==> config.mk <==
export PLATFORM = sky130hd
export DESIGN_NAME = vbidd_top
export DESIGN_NICKNAME = d
export VERILOG_FILES = /design/src/verilog/vbidd_crc.v /design/src/verilog/vbidd_lane.v /design/src/verilog/vbidd_top.v
export VERILOG_INCLUDE_DIRS = /design/src /design/src/verilog
export SDC_FILE = /design/constraint.sdc
export NUM_CORES = 1
export LEC_CHECK = 0
export BUFFER_PORTS_ARGS = -buffer_cell sky130_fd_sc_hd__buf_2
export CAP_MARGIN = 30
export CORE_ASPECT_RATIO = 1.75
export CORE_UTILIZATION = 50
export CTS_CLUSTER_DIAMETER = 200
export DETAILED_ROUTE_END_ITERATION = 8
export GPL_TIMING_DRIVEN = 0
export PLACE_DENSITY = 0.8
export SLEW_MARGIN = 10
export SYNTH_ARGS = -nofsm -noshare
export SYNTH_HDL_FRONTEND = slang
export SYNTH_SLANG_ARGS = --single-unit
==> constraint.sdc <==
create_clock -name clk_sys_i -period 1.7 [get_ports clk_sys_i]
set_input_delay 0.17 -clock clk_sys_i [delete_from_list [all_inputs] [get_ports clk_sys_i]]
set_output_delay 0.17 -clock clk_sys_i [all_outputs]
set_load 0.01 [all_outputs]
==> src/verilog/vbidd_consts.vh <==
// Constants for the blanking-interval data decode status bank.
// Assumes inclusion by bare name from each design file of the block.
`ifndef VBIDD_CONSTS_VH
`define VBIDD_CONSTS_VH

`define VBIDD_DEV_ADDR 7'h21
`define VBIDD_ADDR_STATUS 8'h90
`define VBIDD_ADDR_WSS_0 8'h91
`define VBIDD_ADDR_WSS_1 8'h92
`define VBIDD_ADDR_EDTV_0 8'h93
`define VBIDD_ADDR_EDTV_1 8'h94
`define VBIDD_ADDR_EDTV_2 8'h95
`define VBIDD_ADDR_CGMS_0 8'h96
`define VBIDD_ADDR_CGMS_1 8'h97
`define VBIDD_ADDR_CGMS_2 8'h98
`define VBIDD_ADDR_CC0 8'h99
`define VBIDD_ADDR_CC1 8'h9A
`define VBIDD_ADDR_CTL 8'hB2

`define VBIDD_ST_WSS 0
`define VBIDD_ST_CC 1
`define VBIDD_ST_EDTV 2
`define VBIDD_ST_CGMS 3
`define VBIDD_CTL_CRC_BIT 2
`define VBIDD_CTL_CRC_RESET 1'h1

`define VBIDD_WSS_W 14
`define VBIDD_CC_W 16
`define VBIDD_EDTV_W 21
`define VBIDD_CGMS_W 20
`define VBIDD_GUIDE_W 16
`define VBIDD_CGMS_PAYLOAD_W 14
`define VBIDD_CRC_W 6
`define VBIDD_CRC_POLY 6'h03
`define VBIDD_CRC_INIT 6'h3F

`endif

==> src/verilog/vbidd_crc.v <==
// Checksum check of a copy-control packet, six bit, preset to all ones.
// Assumes the payload is given first bit in the lowest position.
`timescale 1ns/1ps
`default_nettype none
`include "vbidd_consts.vh"
module vbidd_crc (
   // Packet.
   input wire [`VBIDD_CGMS_PAYLOAD_W-1:0] data_i,
   input wire [`VBIDD_CRC_W-1:0] crc_i,
   // Result.
   output wire ok_o
);
   reg [`VBIDD_CRC_W-1:0] crc_c;
   reg fb_c;
   integer i;

   always @* begin
      crc_c = `VBIDD_CRC_INIT;
      fb_c = 1'b0;
      for (i = 0; i < `VBIDD_CGMS_PAYLOAD_W; i = i + 1) begin
         fb_c = data_i[i] ^ crc_c[`VBIDD_CRC_W-1];
         crc_c = {crc_c[`VBIDD_CRC_W-2:0], 1'b0};
         if (fb_c) begin
            crc_c = crc_c ^ `VBIDD_CRC_POLY;
         end
      end
   end

   assign ok_o = (crc_c == crc_i);
endmodule // vbidd_crc
`default_nettype wire

==> src/verilog/vbidd_lane.v <==
// Double-buffered capture of one decoded packet and its confidence flag.
// Assumes load and field pulses are one cycle wide on clk_sys_i.
`timescale 1ns/1ps
`default_nettype none
module vbidd_lane #(
   parameter W = 8
) (
   // Clock and reset.
   input wire clk_sys_i,
   input wire rst_i,
   // Decoder side.
   input wire load_i,
   input wire [W-1:0] data_i,
   input wire ok_i,
   input wire field_i,
   // Readable side.
   output reg [W-1:0] data_o,
   output reg flag_o
);
   reg [W-1:0] stage_r;
   reg stage_ok_r;

   always @(posedge clk_sys_i) begin
      if (rst_i) begin
         stage_r <= {W{1'b0}};
         stage_ok_r <= 1'b0;
         data_o <= {W{1'b0}};
         flag_o <= 1'b0;
      end else begin
         if (load_i) begin
            stage_r <= data_i;
         end
         if (load_i) begin
            stage_ok_r <= ok_i;
         end else if (field_i) begin
            stage_ok_r <= 1'b0;
         end
         if (field_i) begin
            data_o <= stage_r;
            flag_o <= stage_ok_r;
         end
      end
   end
endmodule // vbidd_lane
`default_nettype wire

==> src/verilog/vbidd_top.v <==
// Blanking-interval data decode status bank with its two-wire serial port.
// Assumes all inputs are synchronous to clk_sys_i and decode pulses last one cycle.
`timescale 1ns/1ps
`default_nettype none
`include "vbidd_consts.vh"
module vbidd_top (
   // Clock and reset.
   input wire clk_sys_i,
   input wire rst_i,
   // Two-wire serial port.
   input wire scl_i,
   input wire sda_i,
   output reg sda_o,
   output reg sda_oe_n_o,
   // Field signal.
   input wire field_i,
   // Aspect signalling decode.
   input wire wss_done_i,
   input wire [`VBIDD_WSS_W-1:0] wss_data_i,
   input wire wss_start_ok_i,
   input wire wss_parity_ok_i,
   // Caption decode.
   input wire cc_done_i,
   input wire [`VBIDD_CC_W-1:0] cc_data_i,
   input wire cc_start_ok_i,
   input wire cc_parity_ok_i,
   // Enhanced-TV decode.
   input wire edtv_done_i,
   input wire [`VBIDD_EDTV_W-1:0] edtv_data_i,
   input wire edtv_start_ok_i,
   input wire edtv_parity_ok_i,
   // Copy-control decode.
   input wire cgms_done_i,
   input wire [`VBIDD_CGMS_W-1:0] cgms_data_i,
   input wire cgms_start_ok_i,
   // Program-guide decode.
   input wire guide_done_i,
   input wire [`VBIDD_GUIDE_W-1:0] guide_data_i,
   // Output stream insertion.
   input wire hblank_i,
   output reg anc_valid_o,
   output reg [7:0] anc_byte_o
);
   localparam S_IDLE = 3'd0;
   localparam S_ADDR = 3'd1;
   localparam S_AACK = 3'd2;
   localparam S_RX = 3'd3;
   localparam S_RACK = 3'd4;
   localparam S_TX = 3'd5;
   localparam S_TACK = 3'd6;

   reg field_d_r;
   reg crc_en_r;
   reg scl_d_r;
   reg sda_d_r;
   reg [2:0] state_r;
   reg [3:0] bitcnt_r;
   reg [7:0] shift_r;
   reg [7:0] tx_r;
   reg [7:0] ptr_r;
   reg rw_r;
   reg first_r;
   reg hblank_d_r;
   reg cc_pend_r;
   reg guide_pend_r;
   reg [`VBIDD_CC_W-1:0] cc_buf_r;
   reg [`VBIDD_GUIDE_W-1:0] guide_buf_r;
   reg [2:0] ins_cnt_r;
   reg [7:0] rd_c;

   wire field_evt;
   wire crc_ok;
   wire cgms_ok;
   wire [`VBIDD_WSS_W-1:0] wss_q;
   wire [`VBIDD_CC_W-1:0] cc_q;
   wire [`VBIDD_EDTV_W-1:0] edtv_q;
   wire [`VBIDD_CGMS_W-1:0] cgms_q;
   wire wss_f;
   wire cc_f;
   wire edtv_f;
   wire cgms_f;
   wire start_c;
   wire stop_c;
   wire rise_c;
   wire fall_c;
   wire hb_rise;

   assign field_evt = field_i ^ field_d_r;
   assign start_c = scl_i & scl_d_r & sda_d_r & ~sda_i;
   assign stop_c = scl_i & scl_d_r & ~sda_d_r & sda_i;
   assign rise_c = scl_i & ~scl_d_r;
   assign fall_c = ~scl_i & scl_d_r;
   assign hb_rise = hblank_i & ~hblank_d_r;

   always @(posedge clk_sys_i) begin
      if (rst_i) begin
         field_d_r <= 1'b0;
         scl_d_r <= 1'b1;
         sda_d_r <= 1'b1;
         hblank_d_r <= 1'b0;
      end else begin
         field_d_r <= field_i;
         scl_d_r <= scl_i;
         sda_d_r <= sda_i;
         hblank_d_r <= hblank_i;
      end
   end

   vbidd_crc u_crc (
      .data_i(cgms_data_i[`VBIDD_CGMS_PAYLOAD_W-1:0]),
      .crc_i(cgms_data_i[`VBIDD_CGMS_W-1:`VBIDD_CGMS_PAYLOAD_W]),
      .ok_o(crc_ok)
   );

   assign cgms_ok = cgms_start_ok_i & (crc_ok | ~crc_en_r);

   vbidd_lane #(.W(`VBIDD_WSS_W)) u_wss (
      .clk_sys_i(clk_sys_i),
      .rst_i(rst_i),
      .load_i(wss_done_i),
      .data_i(wss_data_i),
      .ok_i(wss_start_ok_i & wss_parity_ok_i),
      .field_i(field_evt),
      .data_o(wss_q),
      .flag_o(wss_f)
   );

   vbidd_lane #(.W(`VBIDD_CC_W)) u_cc (
      .clk_sys_i(clk_sys_i),
      .rst_i(rst_i),
      .load_i(cc_done_i),
      .data_i(cc_data_i),
      .ok_i(cc_start_ok_i & cc_parity_ok_i),
      .field_i(field_evt),
      .data_o(cc_q),
      .flag_o(cc_f)
   );

   vbidd_lane #(.W(`VBIDD_EDTV_W)) u_edtv (
      .clk_sys_i(clk_sys_i),
      .rst_i(rst_i),
      .load_i(edtv_done_i),
      .data_i(edtv_data_i),
      .ok_i(edtv_start_ok_i & edtv_parity_ok_i),
      .field_i(field_evt),
      .data_o(edtv_q),
      .flag_o(edtv_f)
   );

   vbidd_lane #(.W(`VBIDD_CGMS_W)) u_cgms (
      .clk_sys_i(clk_sys_i),
      .rst_i(rst_i),
      .load_i(cgms_done_i),
      .data_i(cgms_data_i),
      .ok_i(cgms_ok),
      .field_i(field_evt),
      .data_o(cgms_q),
      .flag_o(cgms_f)
   );

   // Read data for the current register pointer.
   always @* begin
      case (ptr_r)
         `VBIDD_ADDR_STATUS: rd_c = {4'h0, cgms_f, edtv_f, cc_f, wss_f};
         `VBIDD_ADDR_WSS_0: rd_c = wss_q[7:0];
         `VBIDD_ADDR_WSS_1: rd_c = {2'b00, wss_q[13:8]};
         `VBIDD_ADDR_EDTV_0: rd_c = edtv_q[7:0];
         `VBIDD_ADDR_EDTV_1: rd_c = edtv_q[15:8];
         `VBIDD_ADDR_EDTV_2: rd_c = {3'b000, edtv_q[20:16]};
         `VBIDD_ADDR_CGMS_0: rd_c = cgms_q[7:0];
         `VBIDD_ADDR_CGMS_1: rd_c = cgms_q[15:8];
         `VBIDD_ADDR_CGMS_2: rd_c = {4'h0, cgms_q[19:16]};
         `VBIDD_ADDR_CC0: rd_c = cc_q[7:0];
         `VBIDD_ADDR_CC1: rd_c = cc_q[15:8];
         `VBIDD_ADDR_CTL: rd_c = {5'h00, crc_en_r, 2'b00};
         default: rd_c = 8'h00;
      endcase
   end

   // Serial port slave with auto-incrementing register pointer.
   always @(posedge clk_sys_i) begin
      if (rst_i) begin
         state_r <= S_IDLE;
         bitcnt_r <= 4'h0;
         shift_r <= 8'h00;
         tx_r <= 8'h00;
         ptr_r <= 8'h00;
         rw_r <= 1'b0;
         first_r <= 1'b0;
         sda_o <= 1'b0;
         sda_oe_n_o <= 1'b1;
         crc_en_r <= `VBIDD_CTL_CRC_RESET;
      end else if (start_c) begin
         state_r <= S_ADDR;
         bitcnt_r <= 4'h0;
         sda_oe_n_o <= 1'b1;
      end else if (stop_c) begin
         state_r <= S_IDLE;
         sda_oe_n_o <= 1'b1;
      end else if (rise_c) begin
         case (state_r)
            S_ADDR,
            S_RX: begin
               shift_r <= {shift_r[6:0], sda_i};
               bitcnt_r <= bitcnt_r + 4'h1;
            end
            S_TACK: begin
               if (sda_i) begin
                  state_r <= S_IDLE;
               end
            end
            default: begin
               state_r <= state_r;
            end
         endcase
      end else if (fall_c) begin
         case (state_r)
            S_ADDR: begin
               if (bitcnt_r == 4'h8) begin
                  if (shift_r[7:1] == `VBIDD_DEV_ADDR) begin
                     rw_r <= shift_r[0];
                     first_r <= ~shift_r[0];
                     sda_oe_n_o <= 1'b0;
                     state_r <= S_AACK;
                  end else begin
                     state_r <= S_IDLE;
                  end
               end
            end
            S_AACK,
            S_TACK: begin
               if (rw_r) begin
                  tx_r <= rd_c;
                  sda_oe_n_o <= rd_c[7];
                  bitcnt_r <= 4'h1;
                  ptr_r <= ptr_r + 8'h01;
                  state_r <= S_TX;
               end else begin
                  sda_oe_n_o <= 1'b1;
                  bitcnt_r <= 4'h0;
                  state_r <= S_RX;
               end
            end
            S_RX: begin
               if (bitcnt_r == 4'h8) begin
                  if (first_r) begin
                     ptr_r <= shift_r;
                     first_r <= 1'b0;
                  end else begin
                     if (ptr_r == `VBIDD_ADDR_CTL) begin
                        crc_en_r <= shift_r[`VBIDD_CTL_CRC_BIT];
                     end
                     ptr_r <= ptr_r + 8'h01;
                  end
                  sda_oe_n_o <= 1'b0;
                  state_r <= S_RACK;
               end
            end
            S_RACK: begin
               sda_oe_n_o <= 1'b1;
               bitcnt_r <= 4'h0;
               state_r <= S_RX;
            end
            S_TX: begin
               if (bitcnt_r == 4'h8) begin
                  sda_oe_n_o <= 1'b1;
                  state_r <= S_TACK;
               end else begin
                  sda_oe_n_o <= tx_r[6];
                  tx_r <= {tx_r[6:0], 1'b0};
                  bitcnt_r <= bitcnt_r + 4'h1;
               end
            end
            default: begin
               sda_oe_n_o <= 1'b1;
               state_r <= S_IDLE;
            end
         endcase
      end
   end

   // Insertion of caption and guide bytes into horizontal blanking.
   always @(posedge clk_sys_i) begin
      if (rst_i) begin
         cc_pend_r <= 1'b0;
         guide_pend_r <= 1'b0;
         cc_buf_r <= {`VBIDD_CC_W{1'b0}};
         guide_buf_r <= {`VBIDD_GUIDE_W{1'b0}};
         ins_cnt_r <= 3'd0;
         anc_valid_o <= 1'b0;
         anc_byte_o <= 8'h00;
      end else begin
         anc_valid_o <= 1'b0;
         if (hb_rise) begin
            ins_cnt_r <= 3'd4;
         end else if (ins_cnt_r != 3'd0 && hblank_i) begin
            ins_cnt_r <= ins_cnt_r - 3'd1;
            if (cc_pend_r && ins_cnt_r > 3'd2) begin
               anc_valid_o <= 1'b1;
               anc_byte_o <= (ins_cnt_r == 3'd4) ? cc_buf_r[7:0] : cc_buf_r[15:8];
            end
            if (guide_pend_r && ins_cnt_r <= 3'd2) begin
               anc_valid_o <= 1'b1;
               anc_byte_o <= (ins_cnt_r == 3'd2) ? guide_buf_r[7:0] : guide_buf_r[15:8];
            end
         end else begin
            ins_cnt_r <= 3'd0;
         end
         if (cc_done_i) begin
            cc_buf_r <= cc_data_i;
            cc_pend_r <= 1'b1;
         end else if (hblank_i && ins_cnt_r == 3'd3) begin
            cc_pend_r <= 1'b0;
         end
         if (guide_done_i) begin
            guide_buf_r <= guide_data_i;
            guide_pend_r <= 1'b1;
         end else if (hblank_i && ins_cnt_r == 3'd1) begin
            guide_pend_r <= 1'b0;
         end
      end
   end
endmodule // vbidd_top
`default_nettype wire
# == After elaboration in Yosys (flattened, before gate mapping) ==
# Index checks and enable logic that the tools add are counted.
# word_totals
wordCells,238
ff_bits,218
out_inout_bits,11
in_bits,105
# classes
order_cmp,2
muxes,66
reduce_logical,35
n_bitwise,53
n_eq_ne,42
n_addsub,3
# ops
op,n
"8-bit == test, second input constant",12
8-bit case mux with 12 select lines,1
8-bit 2-to-1 mux,7
2-bit 2-to-1 mux,15
3-bit 2-to-1 mux,10
2-bit NOT,13
2-bit nonzero test,11
1-bit 2-to-1 mux,21
7-bit AND reduction,3
4-bit 2-to-1 mux,4
8-bit case mux with 2 select lines,1
8-bit AND reduction,2
"5-bit inequality test, second input constant",3
3-bit case mux with 5 select lines,1
7-bit 2-to-1 mux,2
7-bit case mux with 2 select lines,1
1-bit NOT,13
1-bit AND,12
"3-bit by 2-bit == test with 1-bit output, second input constant",4
"3-bit == test, second input constant",4
"2-bit inequality test, second input constant",6
"3-bit inequality test, second input constant",4
4-bit case mux with 3 select lines,1
6-bit AND reduction,2
other kinds (25),48

# == Longest topological paths before layout ==
# Gate-level depths: netlist of run 1.
# depth
depth_word,31
ltp_mapped,10
ltp_nobuf,8

# == Cells and area by module ==
# Synthesis of run 1 repeated with hierarchy kept, for this count alone.
# unflattened
cells_unflattened,1068
area_unflattened_um2,10423.7
# modules_own_cells
mod,cells_per_inst,area_each_um2,seq_area_each_um2,n_inst
vbidd_top,548,4815.9,1681.6,1
vbidd_lane (u_edtv),144,1556.5,880.8,1
vbidd_lane (u_cgms),138,1482.7,840.8,1
vbidd_lane (u_cc),111,1209.9,680.7,1
vbidd_lane (u_wss),98,1066.0,600.6,1
vbidd_crc,29,292.8,0.0,1

# == Worst setup path before layout of run 1 ==
# No wires, ideal clock.
# synth_path
kind,reg-to-reg
start,register ptr_r[0]
end,register tx_r[3]
synth_period_minus_slack_ns,1.815
n_path_buf,2
required_time_ns,1.563
path_slack_ns,-0.115
setup_ns,0.137
t_arrival_ns,1.678
stages_incl_launch_ff,10
path_cell_list,dfxtp_1 inv_1 ha_1 buf_2 buf_2 a22o_1 a221oi_1 o22ai_1 a22oi_1 a211oi_1
# synth_between
elab_chain_len,4
elab_cells_between_ends,15
classes_between,12 x eq/ne; 3 x mux
# synth_rtl
item,line_no,rtl
start: declaration,vbidd_top.v:60,reg [7:0] ptr_r;
start signal: assignment,vbidd_top.v:236,ptr_r <= ptr_r + 8'h01;
start signal: assignment,vbidd_top.v:247,ptr_r <= shift_r;
start signal: assignment,vbidd_top.v:253,ptr_r <= ptr_r + 8'h01;
8-bit == test,vbidd_top.v:163,case (ptr_r)
8-bit case mux with 12 select lines (*),vbidd_top.v:163,
7-bit 2-to-1 mux (*),vbidd_top.v:232,if (rw_r) begin
7-bit case mux with 2 select lines (*),vbidd_top.v:217,case (state_r)
end signal: assignment,vbidd_top.v:233,tx_r <= rd_c;
end signal: assignment,vbidd_top.v:270,"tx_r <= {tx_r[6:0], 1'b0};"
end: declaration,vbidd_top.v:59,reg [7:0] tx_r;
# Mark *: on every way between the ends. The rest lies on a longest branch, timed or not. The select of a mux whose other input is x is not followed.
# A chain may end at the register's enable or synchronous reset.

# == Worst setup path after layout of run 1 ==
# layout_path
start,register ptr_r[1]
end,register tx_r[0]
# The elaborated chain is that of the path after synthesis.

==> summary.md, run 1 <==
| Metric | Value |
|---|---|
| WL/cell | `19.9 µm` |
| Die width | `107 µm` |
| Bufs and invs on worst path | `2` |
| First-pass GRT wire length | `48600 µm` |
| Largest net degree at the start of global routing | `16` |
| Clock Sink Count | `218` |
| Syn nets | `1224` |
| Final setup TNS | `-2.05 ns` |
| Primary FF master, synth | `dfxtp_1` |
| Max incr delay on CP | `0.49 ns` |
| Clk buf depth | `3` |
| Status | `finished, violations left` |
| Crit. End Element | `register` |
| Sequential-to-total area share from yosys stat | `0.452` |
| Syn Area/Cell | `8.74 µm²` |
| Clock skew | `0.0199 ns` |
| Vias per inst | `5.83` |
| Final Max Slew Viols | `0` |
| Vias in the first global route | `9690` |
| H-tree depth | `1` |
| HP Class | `in2reg` |
| CTS root buf | `clkbuf_16` |
| Final wirelength | `32300 µm` |
| Final nets | `1492` |
| # diodes | `0` |
| First-pass DRT Iterations | `7` |
| CP delay by family, top | `compound AO/OA/AOI/OAI gates` |
| F_max | `507 MHz` |
| CP max FO | `5` |
| Initial Utilization | `0.515` |
| Worst path most repeated cell | `a21oi_1` |
| Num CTS Buffers | `21` |
| CTS tree | `yes` |
| Power density cells | `880 nW/µm²` |
| 1st-iter DRT viols | `733` |
| Layout cell share with drive strength beyond 1 | `0.245` |
| Number of routed nets with antenna violations | `0` |
| Fill count | `1227` |
| Sequence of cells on the critical path | `inv_4 -> ha_4 -> buf_8 -> a222oi_1 -> a21oi_1 -> o21ai_1 -> o221ai_2 -> nand3_1 -> a21oi_1` |
| Leak Pwr | `5.30 nW` |
| Worst skew pair latency | `0.51 ns` |
| Startpoint types | `register` |
| Gr ovfl total | `0` |
| Mapped Area | `9650 µm²` |
| Ports | `116` |
| Post-route setup slack | `-0.271 ns` |
| DRC errors left | `0` |
| Setup violators final | `18` |
| Worst Path Arrival | `2.33 ns` |
| HPWL Detailed | `19900 µm` |
| Worst Path Required | `2.06 ns` |
| Global Route Usage Sum | `0.313` |
| Final min period | `1.97 ns` |
| Failing checks | `setup timing` |
| Number of enable flip-flop cells after synthesis | `0` |
| Slowest-stage cell, CP | `a222oi_1` |
| Peak supply drop | `905 µV` |
| Slew @ Worst Pin | `0.922 ns` |
| Hold_ws | `0.00118 ns` |
| Max Cap Violations | `0` |
| Syn Inst Count | `1104` |
| #FFs+latches synth | `218` |
| Chip Height | `186 µm` |
| Fin. Hold Viols | `0` |
| Final Cycle Share | `1.16` |
| Core area | `18700 µm²` |
| Cell variety after synth | `74` |
| Relative slew slack | `0.385` |
| Gpl congestion | `0.937` |
| Critical path class | `reg2reg` |
| Syn-to-layout area delta | `36.2%` |
| Post-synthesis async set-or-reset flop share | `0` |
| Die area | `19900 µm²` |
| Synth warn | `0` |
| FP Rows | `66` |
| Via count | `9456` |
| RSZ-0062 raised after global routing | `true` |
| IO Port Bufs | `108` |
| Initial antenna violation count | `0` |
| Clk slew on worst S/H paths | `0.07 ns` |
==> registers in the layout, indices dropped and copies added (netlist names), 14 cells and up <==
register,flops
guide_buf_r,16
u_cc.data_o,16
u_cc.stage_r,16
u_cgms.data_o,20
u_cgms.stage_r,20
u_edtv.data_o,21
u_edtv.stage_r,21
u_wss.data_o,14
u_wss.stage_r,14
==> metal layers <==
metal  wire (µm)  global-route usage  up-vias
li1            -                   -     4336
met1       11000               0.311     4478
met2       16900               0.590      448
met3        1560              0.0375      194
met4        2740               0.228        0
met5           0                   0        -
==> power by group <==
part	switching, mW	internal (mW)	total, mW
Sequential	0.166	5.31	5.48
Combinational	0.761	0.647	1.41
Clock	2.02	2.66	4.68
==> cells in the final DEF (no fill, tap or decap), types with 7 or more instances in the layout <==
| cell | count |
|---|---|
| xnor2_1 | 16 |
| nor2b_1 | 9 |
| dfxtp_1 | 205 |
| buf_2 | 119 |
| dfxtp_2 | 10 |
| mux2i_1 | 119 |
| nand3_1 | 13 |
| nand2_1 | 190 |
| dlygate4sd3_1 | 91 |
| buf_6 | 16 |
| ha_4 | 8 |
| a21oi_1 | 104 |
| nor2_1 | 130 |
| inv_1 | 7 |
| clkbuf_1 | 34 |
| o21ai_0 | 8 |
| a22oi_1 | 10 |
| clkbuf_16 | 22 |
| a222oi_1 | 8 |
| buf_4 | 40 |
| o21ai_1 | 11 |
==> per-stage QoR <==
step | util | total power [mW] | std cells | area [µm²] | setup slack, ns
2_1_floorplan | - | 6.24 | 1104 | 9680 | -0.0179
3_3_place_gp | 0.561 | 6.60 | 1450 | 10500 | -0.739
3_5_place_dp | 0.561 | 6.63 | 1450 | 10500 | -0.690
4_1_cts | 0.676 | 11.4 | 1604 | 12700 | -0.240
5_1_grt | 0.701 | 11.9 | 1622 | 13100 | -0.331
6_report | 0.701 | 11.6 | 1622 | 13100 | -0.271
==> worst min-delay path: stages <==
cell     delay (ns)
buf_2          0.13
mux2i_1        0.08
nor2_1         0.08
==> cells in the mapped netlist, types with 3 or more instances <==
cell type	n	area (µm²)
nor3_1	4	20.0
mux2_2	3	33.8
buf_4	8	60.1
nor2b_1	11	68.8
xor2_1	7	61.3
a311oi_1	4	35.0
mux2i_1	129	1290
a22oi_1	13	97.6
o21ai_0	18	90.1
nand4b_1	3	26.3
nand3_1	14	70.1
a21o_1	3	22.5
nand3b_1	6	45.0
a222oi_1	8	80.1
clkbuf_1	44	165
o21bai_1	3	22.5
o31ai_1	4	30.0
ha_1	15	188
dfxtp_1	218	4360
o22ai_1	8	50.1
a21boi_0	3	22.5
a32oi_1	4	35.0
a221oi_1	6	52.6
nor2_1	133	499
a211oi_1	7	52.6
buf_2	13	65.1
nand2_1	196	736
nand2b_1	6	37.5
and2_1	4	25.0
o21ai_1	7	35.0
or3_1	3	18.8
xnor2_1	18	158
a22o_1	4	35.0
inv_1	13	48.8
buf_1	10	37.5
a21oi_1	106	531
==> logic make-up (layout without fill, tap and decap cells) <==
group           Yosys count  count (layout)  share of synthesized area
xor+xnor                 25              25                     0.0227
fa+ha+maj                15              15                     0.0194
compound gates          217             217                      0.144
other cells               1               1                   0.000388
flops                   218             218                      0.452
simple gates            404             404                      0.182
buf+inv                  92             372                     0.0421
mux                     132             132                      0.137
==> final cells by class <==
type / count / area (µm²) / area share
clock inverter: 9 / 103 / 0.00780
clock buffer: 26 / 564 / 0.0429
buffer: 74 / 434 / 0.0330
timing repair buffer: 248 / 1910 / 0.145
tap: 238 / 298 / 0.0226
inverter: 15 / 68.8 / 0.00523
multi-input combinational: 794 / 5390 / 0.410
sequential: 218 / 4390 / 0.334
==> repair_timing <==
action | 4_1_cts | 5_1_grt
gates cloned | 1 | 1
pin swaps | 37 | 52
setup endpoints to repair | 126 | 61
gates resized for setup | 94 | 94
hold buffers | 91 | 0
endpoints found under the hold margin | 89 | 0
buffers inserted | 29 | 22
==> path summary, 6_finish.rpt <==
path,startpoint,to,slack [ns],cells past startpoint
max,ptr_r[1]$_SDFFE_PP0P_,tx_r[0]$_SDFFE_PP0P_,-0.27,9
min,cgms_data_i[0],u_cgms.stage_r[0]$_SDFFE_PP0P_,0.001,3
max reg2reg,ptr_r[1]$_SDFFE_PP0P_,tx_r[0]$_SDFFE_PP0P_,-0.27,9
min reg2reg,u_cgms.data_o[1]$_SDFFE_PP0P_,u_cgms.data_o[1]$_SDFFE_PP0P_,0.45,2
Note: power is estimated with default switching activity, not from simulation.
==> run 2, diff against run 1 <==
--- a/config.mk
+++ b/config.mk
@@ -14,6 +14,7 @@
 export DETAILED_ROUTE_END_ITERATION = 8
 export GPL_TIMING_DRIVEN = 0
 export PLACE_DENSITY = 0.8
+export REMOVE_ABC_BUFFERS = 1
 export SLEW_MARGIN = 10
 export SYNTH_ARGS = -nofsm -noshare
 export SYNTH_HDL_FRONTEND = slang
==> summary.md, run 2 (synthesis results as in run 1) <==
| Metric | Value |
|---|---|
| Design area | `12900 µm²` |
| Initial antenna violation count | `0` |
| Commonest non-fill, non-tap cells in the layout | `dfxtp_1, nand2_1, nor2_1` |
| Regs by FF count | `u_edtv.data_o (21), u_edtv.stage_r (21)` |
| Global Route Usage Sum | `0.287` |
| Number of routed nets with antenna violations | `0` |
| Via count | `9106` |
| Dpl cells | `1387` |
| FP Rows | `66` |
| Post-route setup slack | `-0.443 ns` |
| Vias in the first global route | `9319` |
| CTS root buf | `clkbuf_16` |
| Chip Height | `186 µm` |
| Relative slew slack | `0.442` |
| Gpl congestion | `0.890` |
| Slowest-stage cell, CP | `a222oi_1` |
| Clk buf depth | `3` |
| Final wirelength | `29000 µm` |
| Bufs and invs on worst path | `2` |
| Crit. End Element | `register` |
| Largest net degree at the start of global routing | `148` |
| HP Class | `in2reg` |
| CP delay by family, top | `compound AO/OA/AOI/OAI gates` |
| IO Port Bufs | `114` |
| Clk slew on worst S/H paths | `0.06 ns` |
| HPWL Detailed | `16000 µm` |
| Commonest non-fill, non-tap cell in the layout | `dfxtp_1` |
| F_max | `467 MHz` |
| R2r setup slk | `-0.44 ns` |
| CTS tree | `yes` |
| Total power | `11.2 mW` |
| Initial Utilization | `0.515` |
| Worst Path Arrival | `2.50 ns` |
| Vias per inst | `5.80` |
| Final Cycle Share | `1.26` |
| Slew @ Worst Pin | `0.837 ns` |
| Fin. Hold Viols | `0` |
| Core area | `18700 µm²` |
| Power density cells | `869 nW/µm²` |
| Leak Pwr | `5.20 nW` |
| # diodes | `0` |
| Num CTS Buffers | `21` |
| First-pass DRT Iterations | `8` |
| Reg-to-Reg End | `tx_r[2]$_SDFFE_PP0P_` |
| Syn-to-layout area delta | `33.7%` |
| Worst r2r src | `ptr_r[0]$_SDFFE_PP0P_` |
| Final nets | `1438` |
| Die width | `107 µm` |
| Die area | `19900 µm²` |
| Worst Path Required | `2.06 ns` |
| Sequence of cells on the critical path | `inv_6 -> ha_4 -> buf_16 -> a222oi_1 -> a31o_2 -> o22ai_2 -> o21ai_2 -> a311oi_1` |
| H-tree depth | `1` |
| Startpoint types | `register` |
| WL/cell | `18.5 µm` |
| First-pass GRT wire length | `45300 µm` |
| Hold Path Depth | `3` |
| Worst skew pair latency | `0.50 ns` |
| Finished Layout Cells | `1569` |
| Reg2reg path depth | `8` |
| Max incr delay on CP | `0.63 ns` |
| Clock Sink Count | `218` |
| Crit path depth | `8` |
| Status | `finished, violations left` |
| Final Max Slew Viols | `0` |
| Final Core Density | `0.689` |
| DRC errors left | `0` |
| Gr ovfl total | `0` |
| Critical path class | `reg2reg` |
| RSZ-0062 raised after global routing | `true` |
| CP max FO | `3` |
| Max Cap Violations | `0` |
| 1st-iter DRT viols | `687` |
| Crit path from | `ptr_r[0]$_SDFFE_PP0P_` |
| Placed inst area | `10400 µm²` |
| Clock skew | `0.0218 ns` |
| Final min period | `2.14 ns` |
| Peak supply drop | `915 µV` |
| Hold Startpoint | `cgms_data_i[6]` |
| Layout cell share with drive strength beyond 1 | `0.230` |
| Setup violators final | `14` |
| Hold EP | `u_cgms.stage_r[6]$_SDFFE_PP0P_` |
| Ports | `116` |
| Failing checks | `setup timing` |
| Final setup TNS | `-2.95 ns` |
-- run 2: cell count changes in the layout (fill, tap and decap cells not counted), moves of 6 or more --
cell	before	now
buf_1	6	0
clkbuf_1	34	6
clkbuf_2	6	0
mux2i_1	119	125
buf_2	119	113
-- run 2: what timing repair did --
| item | 4_1_cts | 5_1_grt |
|---|---|---|
| resized for setup | 77 | 68 |
| pin swaps | 36 | 37 |
| hold endpoints to repair | 88 | 0 |
| hold buffers | 91 | 0 |
| buffers inserted | 43 | 14 |
| endpoints found under the setup margin | 89 | 46 |
| gates cloned | 1 | 1 |
-- run 2: metrics by stage --
step,setup WS (ns),hold WS (ns)
final,-0.443,0.0156
after global routing,-0.497,0.0182
after CTS,-0.482,0.00883
after detailed placement,-0.976,0.412
after global placement,-3.89,0.402
after floorplan,-2.09,0.235
-- run 2: power breakdown --
group	internal [mW]	leakage, nW	switching (mW)	total (mW)
logic	0.647	3.10	0.704	1.35
registers	5.31	1.79	0.142	5.45
clock network	2.46	0.315	1.96	4.42
total	8.41	5.20	2.81	11.2
-- run 2: worst min-delay path, cell delays in order --
cell and delay [ns]:
buf_2 0.14, mux2i_1 0.09, nor2_1 0.08
-- run 2: final cells by class --
type                    count  area (µm²)
multi-input cells         794        5330
repair buffers            268        2180
clock inverters             5        28.8
clock buffers              31         603
inverters                  15        68.8
well taps                 238         298
fillers                  1308        5840
flip-flops and latches    218        4400
-- run 2: worst max-delay path by stage --
stage and to:
6_report tx_r[2]$_SDFFE_PP0P_, 3_3_place_gp u_cgms.stage_ok_r$_SDFFE_PP0P_, 2_1_floorplan u_cgms.stage_ok_r$_SDFFE_PP0P_, 5_1_grt tx_r[2]$_SDFFE_PP0P_, 3_5_place_dp tx_r[2]$_SDFFE_PP0P_, 4_1_cts tx_r[2]$_SDFFE_PP0P_
-- run 2: layer usage --
layer | vias to the layer above | global-route usage | routed length, µm
li1 | 4226 | - | -
met1 | 4414 | 0.290 | 10400
met2 | 337 | 0.533 | 15500
met3 | 129 | 0.0385 | 1190
met4 | 0 | 0.203 | 1960
met5 | - | 0 | 0
